## src/common/pgm_pkg.sv

```systemverilog
// constants for the power-good supervisor: register offsets, fields, defaults, delays
// assumes a 250 MHz core clock and a byte-wide register port of the device
//
// Contract
// status bit 7 reads 1 while reset comparator input is below 1 V.
// two-bit delay field picks 20, 100, 200 or 400 ms release delay.
// buck one good flag reads 1 only while its output is in range.
// buck two good flag reads 1 only while its output is in range.
// buck three good flag reads 1 only while its output is in range.
// linreg one good flag reads 1 only while its output is in range.
// linreg two good flag reads 1 only while its output is in range.
// cleared mask bit 4..0 keeps that rail away from the power-good pin.
// set mask bit pulls power-good low while that rail is bad.
// joint mask bit 5 pulls power-good low when buck three and linreg one both bad.
// under joint mask, one good rail of the pair keeps power-good released.
// lockout restores mask and delay defaults; good flags stay live.
// release only after conditions held for the full delay; faults restart it.
// status bits read-only except delay; unused upper mask bits read zero.
package pgm_pkg;

    // ==================================================
    // register map
    localparam logic [7:0] RAIL_GOOD_STATUS_OFS = 8'h0b;
    localparam logic [7:0] RAIL_GOOD_MASK_OFS   = 8'h0c;

    // ==================================================
    // fields
    localparam int RST_BELOW_BIT  = 7;
    localparam int DELAY_LSB      = 5;
    localparam int JOINT_MASK_BIT = 5;
    localparam int BUCK_ONE_BIT   = 4;
    localparam int BUCK_TWO_BIT   = 3;
    localparam int BUCK_THREE_BIT = 2;
    localparam int LINREG_ONE_BIT = 1;
    localparam int LINREG_TWO_BIT = 0;
    localparam int RAIL_COUNT     = 5;

    // ==================================================
    // values loaded on lockout (variant dependent)
    localparam logic [1:0] DELAY_SEL_RESET = 2'h3;
    localparam logic [5:0] MASK_RESET      = 6'h1c;

    // ==================================================
    // timing
    localparam longint CLK_HZ      = 250000000;
    localparam longint DELAY0_MS   = 20;
    localparam longint DELAY1_MS   = 100;
    localparam longint DELAY2_MS   = 200;
    localparam longint DELAY3_MS   = 400;
    localparam int     CNT_W       = 27;
    localparam int     DELAY0_CYC  = int'(DELAY0_MS * CLK_HZ / 1000);
    localparam int     DELAY1_CYC  = int'(DELAY1_MS * CLK_HZ / 1000);
    localparam int     DELAY2_CYC  = int'(DELAY2_MS * CLK_HZ / 1000);
    localparam int     DELAY3_CYC  = int'(DELAY3_MS * CLK_HZ / 1000);

endpackage

```

## src/hw/pgm_release_timer.sv

```systemverilog
// release timer: output rises once its condition has held for limit cycles
// assumes condition and limit are synchronous to clk
`timescale 1ns/1ns
`default_nettype none
module pgm_release_timer #(
    parameter int CNT_W = 27
) (
    input  wire logic             clk,
    input  wire logic             rst,
    input  wire logic             condOk,
    input  wire logic [CNT_W-1:0] limit,
    output logic                  released
);

    initial begin
        if (CNT_W < 2) $error("pgm_release_timer: CNT_W too small");
    end

    logic [CNT_W-1:0] count;
    logic [CNT_W-1:0] next_count;
    logic             next_released;

    // ==================================================
    // next state
    always_comb begin
        next_count    = count;
        next_released = released;
        if (!condOk) begin
            next_count    = '0;
            next_released = 1'b0;
        end else if (!released) begin
            if (count >= limit - CNT_W'(1)) begin
                next_released = 1'b1;
            end else begin
                next_count = count + CNT_W'(1);
            end
        end
    end

    // ==================================================
    // registers
    always_ff @(posedge clk) begin
        if (rst) begin
            count    <= '0;
            released <= 1'b0;
        end else begin
            count    <= next_count;
            released <= next_released;
        end
    end

endmodule // pgm_release_timer
`default_nettype wire

```

## src/hw/pgm_monitor.sv

```systemverilog
// power-good supervisor: rail flag status, mask, release delay, open-drain power-good and reset out
// assumes rail flags, comparator and lockout come from analog and are asynchronous to clk
`timescale 1ns/1ns
`default_nettype none
module pgm_monitor #(
    parameter int         DELAY0_CYC = pgm_pkg::DELAY0_CYC,
    parameter int         DELAY1_CYC = pgm_pkg::DELAY1_CYC,
    parameter int         DELAY2_CYC = pgm_pkg::DELAY2_CYC,
    parameter int         DELAY3_CYC = pgm_pkg::DELAY3_CYC,
    parameter logic [1:0] DELAY_SEL_RESET = pgm_pkg::DELAY_SEL_RESET,
    parameter logic [5:0] MASK_RESET      = pgm_pkg::MASK_RESET
) (
    input  wire logic       clk,
    input  wire logic       rst,
    input  wire logic       buckOneGood,
    input  wire logic       buckTwoGood,
    input  wire logic       buckThreeGood,
    input  wire logic       linregOneGood,
    input  wire logic       linregTwoGood,
    input  wire logic       resetCompBelow,
    input  wire logic       uvlo,
    input  wire logic [7:0] regAddr,
    input  wire logic       regWrEn,
    input  wire logic [7:0] regWrData,
    output logic [7:0]      regRdData,
    output logic            railsOkOut,
    output logic            railsOkOe,
    output logic            resetOutN
);

    initial begin
        if (DELAY0_CYC < 1 || DELAY1_CYC < 1 || DELAY2_CYC < 1 || DELAY3_CYC < 1)
            $error("pgm_monitor: delay counts must be at least one cycle");
        if (DELAY3_CYC >= (1 << pgm_pkg::CNT_W))
            $error("pgm_monitor: delay count exceeds counter width");
    end

    // ==================================================
    // input synchronisers
    localparam int SYNC_W = 7;
    logic [SYNC_W-1:0] asyncIn;
    logic [SYNC_W-1:0] syncMeta;
    logic [SYNC_W-1:0] syncOut;

    assign asyncIn = {uvlo, resetCompBelow, buckOneGood, buckTwoGood,
                      buckThreeGood, linregOneGood, linregTwoGood};

    // reset value marks rails bad and lockout active, the safe side
    always_ff @(posedge clk) begin
        if (rst) begin
            syncMeta <= 7'h60;
            syncOut  <= 7'h60;
        end else begin
            syncMeta <= asyncIn;
            syncOut  <= syncMeta;
        end
    end

    logic [4:0] railGood;
    logic       compBelow;
    logic       lockout;

    assign railGood  = syncOut[4:0];
    assign compBelow = syncOut[5];
    assign lockout   = syncOut[6];

    // ==================================================
    // control registers
    logic [1:0] delaySel;
    logic [5:0] railSelect;
    logic [1:0] next_delaySel;
    logic [5:0] next_railSelect;

    always_comb begin
        next_delaySel   = delaySel;
        next_railSelect = railSelect;
        if (lockout) begin
            next_delaySel   = DELAY_SEL_RESET;
            next_railSelect = MASK_RESET;
        end else if (regWrEn) begin
            if (regAddr == pgm_pkg::RAIL_GOOD_STATUS_OFS) begin
                next_delaySel = regWrData[pgm_pkg::DELAY_LSB +: 2];
            end else if (regAddr == pgm_pkg::RAIL_GOOD_MASK_OFS) begin
                next_railSelect = regWrData[5:0];
            end
        end
    end

    always_ff @(posedge clk) begin
        if (rst) begin
            delaySel   <= DELAY_SEL_RESET;
            railSelect <= MASK_RESET;
        end else begin
            delaySel   <= next_delaySel;
            railSelect <= next_railSelect;
        end
    end

    // ==================================================
    // fault evaluation
    logic railFault;
    logic jointFault;
    logic railsOkCond;
    logic resetOkCond;

    // only selected rails count against the pin
    assign railFault  = |(railSelect[4:0] & ~railGood);
    // joint term fires only when both rails of the pair are bad
    assign jointFault = railSelect[pgm_pkg::JOINT_MASK_BIT]
                        & ~railGood[pgm_pkg::BUCK_THREE_BIT]
                        & ~railGood[pgm_pkg::LINREG_ONE_BIT];
    assign railsOkCond = ~railFault & ~jointFault & ~lockout;
    assign resetOkCond = ~compBelow & ~lockout;

    // ==================================================
    // release delay
    logic [pgm_pkg::CNT_W-1:0] delayLimit;

    always_comb begin
        case (delaySel)
            2'h0: delayLimit = pgm_pkg::CNT_W'(DELAY0_CYC);
            2'h1: delayLimit = pgm_pkg::CNT_W'(DELAY1_CYC);
            2'h2: delayLimit = pgm_pkg::CNT_W'(DELAY2_CYC);
            default: delayLimit = pgm_pkg::CNT_W'(DELAY3_CYC);
        endcase
    end

    logic railsReleased;
    logic resetReleased;

    pgm_release_timer #(
        .CNT_W (pgm_pkg::CNT_W)
    ) u_rails_timer (
        .clk      (clk),
        .rst      (rst),
        .condOk   (railsOkCond),
        .limit    (delayLimit),
        .released (railsReleased)
    );

    pgm_release_timer #(
        .CNT_W (pgm_pkg::CNT_W)
    ) u_reset_timer (
        .clk      (clk),
        .rst      (rst),
        .condOk   (resetOkCond),
        .limit    (delayLimit),
        .released (resetReleased)
    );

    // ==================================================
    // outputs: open drain pin only ever pulls low
    logic next_railsOkOe;
    logic next_resetOutN;
    logic [7:0] next_regRdData;

    always_comb begin
        next_railsOkOe = ~railsReleased;
        next_resetOutN = resetReleased;
        next_regRdData = 8'h00;
        if (regAddr == pgm_pkg::RAIL_GOOD_STATUS_OFS) begin
            next_regRdData = {compBelow, delaySel, railGood};
        end else if (regAddr == pgm_pkg::RAIL_GOOD_MASK_OFS) begin
            next_regRdData = {2'h0, railSelect};
        end
    end

    always_ff @(posedge clk) begin
        if (rst) begin
            railsOkOe <= 1'b1;
            resetOutN <= 1'b0;
            regRdData <= 8'h00;
        end else begin
            railsOkOe <= next_railsOkOe;
            resetOutN <= next_resetOutN;
            regRdData <= next_regRdData;
        end
    end

    assign railsOkOut = 1'b0;

endmodule // pgm_monitor
`default_nettype wire

```

## config.mk

```make
export PLATFORM = sky130hd
export DESIGN_NAME = pgm_monitor
export DESIGN_NICKNAME = d
export VERILOG_FILES = /design/src/common/pgm_pkg.sv /design/src/hw/pgm_release_timer.sv /design/src/hw/pgm_monitor.sv
export SDC_FILE = /design/constraint.sdc
export NUM_CORES = 1
export LEC_CHECK = 0
export BUFFER_PORTS_ARGS = -buffer_cell sky130_fd_sc_hd__buf_2
export CORE_MARGIN = 5
export CORE_UTILIZATION = 55
export CTS_CLUSTER_DIAMETER = 30
export CTS_CLUSTER_SIZE = 16
export DETAILED_ROUTE_END_ITERATION = 7
export GPL_TIMING_DRIVEN = 1
export PLACE_DENSITY = 0.84
export SYNTH_ARGS = -nofsm -noshare
export SYNTH_HDL_FRONTEND = slang
export SYNTH_SLANG_ARGS = --single-unit
```

## constraint.sdc

```tcl
create_clock -name clk -period 3.6 [get_ports clk]
set_clock_uncertainty 0.15 [all_clocks]
set_input_delay 0.72 -clock clk [delete_from_list [all_inputs] [get_ports clk]]
set_output_delay 0.72 -clock clk [all_outputs]
set_load 0.02 [all_outputs]
```

==> reports/results.ini <==
[run_status]
status=finished clean

[logic_synthesis]
yosysWarnings=0
synth_flop_cell=dfxtp_1
yosys.area_share.simple=0.244
ys_seq_elements=88
netlist_top_cells_count=dfxtp_1, a21oi_1, ha_1
yosys-top-cells-area=dfxtp_1, ha_1, a21oi_1
synthAdderAreaFrac=0.125
synth.distinct_cells=51
synth_top_area_frac=0.366
synth_edf_count=0
synth_compound_area_frac=0.194
netlist_area_um2=4810
synthXorXnorAreaFrac=0.00364
syn_area_per_cell_um2=8.77
synth.mux.area_fraction=0.0229
ys_seq_area_frac=0.366
yosysMostFrequentCell=dfxtp_1
yosysTopAreaCell=dfxtp_1
synthArstFlopShare=0
netlist_instances=548
synth_top_family_by_area=simple AND/OR/NAND/NOR gates

[power]
power_w=0.00170
switchingPower_w=0.000428
leakagePower_nw=2.05
swShare=0.252
p_per_area_nw_per_um2=318
p_int_w=0.00127
clkPwrFrac=0.401
ir_drop_mv=0.292
seq_power_share=0.579
power_frac_comb=0.020

[hold_path]
min_from=syncMeta[6]$_SDFF_PP1_
hold_depth=1
min_to=syncOut[6]$_SDFF_PP1_
min_path_type=reg -> reg

[floorplan]
boundaryPins=37
start_util=0.557
die_y_um=104
die_w_um=104
core_um2=8640
rows=34
die_area_um2=10700

[clock_network]
postCtsSetupBuffers=0
cts_root_buf=clkbuf_8
cts_resized=1
numCtsBuffers=9
cts_sinks=88
worst_skew_pair.late_latency_ns=0.37
clockBufferDepth=2
cts_tree=built
htree_levels=3
postCtsHoldBufs=0
clkTransAtPathRegs_ns=0.10

[timing]
rsz0062_at_grt=no
worst_pin_slew_ns=0.829
setup_tns_ns=0
max_freq_mhz=291
fin_crit_sh=0.953
fin_crit_ns=3.43
finalMaxSlewViolations=0
relSlewSlack=0.447
setup_viol=0
finalHoldViolCount=0

[cells_and_area]
diodes=0
area_delta_synth_final_pct=11.0
drive_gt1_frac=0.130
final_nets=655
nFillCells=716

[job]
cap_viol_max_count=0

[place]
io_buffers=34
dp_hpwl_mm=8.12
gp_congestion=0.847

[global_route]
grt_overflow_total=0
grt_use_total=0.205
grt_max_degree=50
grt_antenna_before_repair=0
grt_pass1_vias=4218
grt_pass1_wl_mm=19.0

[critical_path]
crit_required_ns=3.74
r2r_setup_slack_ns=0.17
path_class=reg -> reg
cp-start-kind=register
reg2reg_depth=12
arrival_ns=3.57
critPathLaunch=delaySel[0]$_SDFFE_PP1P_
worstReg2RegEnd=u_reset_timer.count[13]$_SDFFE_PP0P_
cp-end-kind=register
r2r-start=delaySel[0]$_SDFFE_PP1P_
cp_max_fo=45

[drt]
first_pass_iters=5
vias=4360
wl_per_cell_um=16.3
ant_nets=0
via_per_inst=6.28
wl_mm=11.3
drt_iter0_drc=275
drc=0

-- power by group through the flow --
stage          clock, W  combinational (W)  sequential (W)
2_1_floorplan         0          0.0000171         0.00100
5_1_grt        0.000737          0.0000384        0.000984
3_5_place_dp          0          0.0000336         0.00101
3_3_place_gp          0          0.0000314         0.00101
6_report       0.000681          0.0000345        0.000983
4_1_cts        0.000693          0.0000338        0.000983
-- final cells by class --
| type | instances | area [µm²] | share of cell area |
|---|---|---|---|
| Multi-Input combinational cell | 416 | 2890 | 0.541 |
| Sequential cell | 88 | 1760 | 0.330 |
| Timing Repair Buffer | 44 | 270 | 0.0506 |
| Tap cell | 108 | 135 | 0.0253 |
| Clock buffer | 9 | 124 | 0.0232 |
| Inverter | 22 | 82.6 | 0.0155 |
| Clock inverter | 7 | 73.8 | 0.0138 |
-- stage by stage --
step           worst slack [ns]  cells  hold WS, ns   util  instance area [µm²]
2_1_floorplan             0.421    551        0.221      -                 4820
3_3_place_gp              0.241    678        0.241  0.592                 5120
3_5_place_dp             0.0271    678        0.248  0.592                 5120
4_1_cts                  0.0686    694        0.273  0.615                 5320
5_1_grt                 0.00123    694        0.306  0.618                 5340
6_report                  0.169    694        0.268  0.618                 5340
-- cells by family (layout without fill, tap and decap cells) --
kind of cell               after synthesis  count (layout)
and+or+nand+nor                        206             206
AOI/OAI and AO/OA                      144             144
DFF                                     88              88
adders and majority gates               48              48
buffers and inverters                   47              82
muxes                                   11              11
other                                    2               5
xor gates and xnor gates                 2               2
-- layout by cell type (no fill, tap or decap), types with 13 or more instances in the layout --
cell / Yosys / final
nand2_1: 39 / 39
nand4_1: 13 / 13
or3_1: 14 / 14
inv_1: 22 / 22
buf_2: 6 / 34
nor2_1: 17 / 17
nand3_1: 30 / 30
or4_1: 33 / 33
o21ai_0: 17 / 16
dfxtp_1: 88 / 87
o31ai_1: 33 / 32
ha_1: 48 / 48
a21oi_1: 57 / 57
-- critical path, stage by stage (launching register included) --
cell and delay, ns:
dfxtp_2 0.39, inv_1 0.08, buf_4 0.17, ha_1 0.28, inv_1 0.05, ha_1 0.29, a21o_1 0.19, a221o_1 0.31
a22o_1 0.26, a211o_1 0.31, buf_12 0.18, or4_1 0.51, a21oi_1 0.17
-- state kept, by name, summed over array words and instances (netlist names) --
register / flops
delaySel: 2
railSelect: 6
railsOkOe: 1
regRdData: 8
resetOutN: 1
syncMeta: 7
syncOut: 7
u_rails_timer.count: 27
u_rails_timer.released: 1
u_reset_timer.count: 27
u_reset_timer.released: 1
-- worst max-delay path by stage --
stage	slack, ns	endpoint	depth (start not counted)
floorplan	0.42	u_reset_timer.count[24]$_SDFFE_PP0P_	11
global placement	0.24	u_reset_timer.count[22]$_SDFFE_PP0P_	12
detailed placement	0.03	u_reset_timer.count[13]$_SDFFE_PP0P_	11
CTS	0.07	u_reset_timer.count[13]$_SDFFE_PP0P_	12
global route	0.001	u_rails_timer.count[16]$_SDFFE_PP0P_	10
finish	0.17	u_reset_timer.count[13]$_SDFFE_PP0P_	12
-- layer usage --
metal	vias up	GRT usage	wire, µm	part of all wire
li1	2149	-	-	-
met4	0	0.0740	234	0.021
met2	117	0.347	5650	0.50
met3	26	0.0336	456	0.040
met1	2068	0.262	5000	0.44
met5	-	0	0	0
Note: power is estimated with default switching activity, not from simulation.
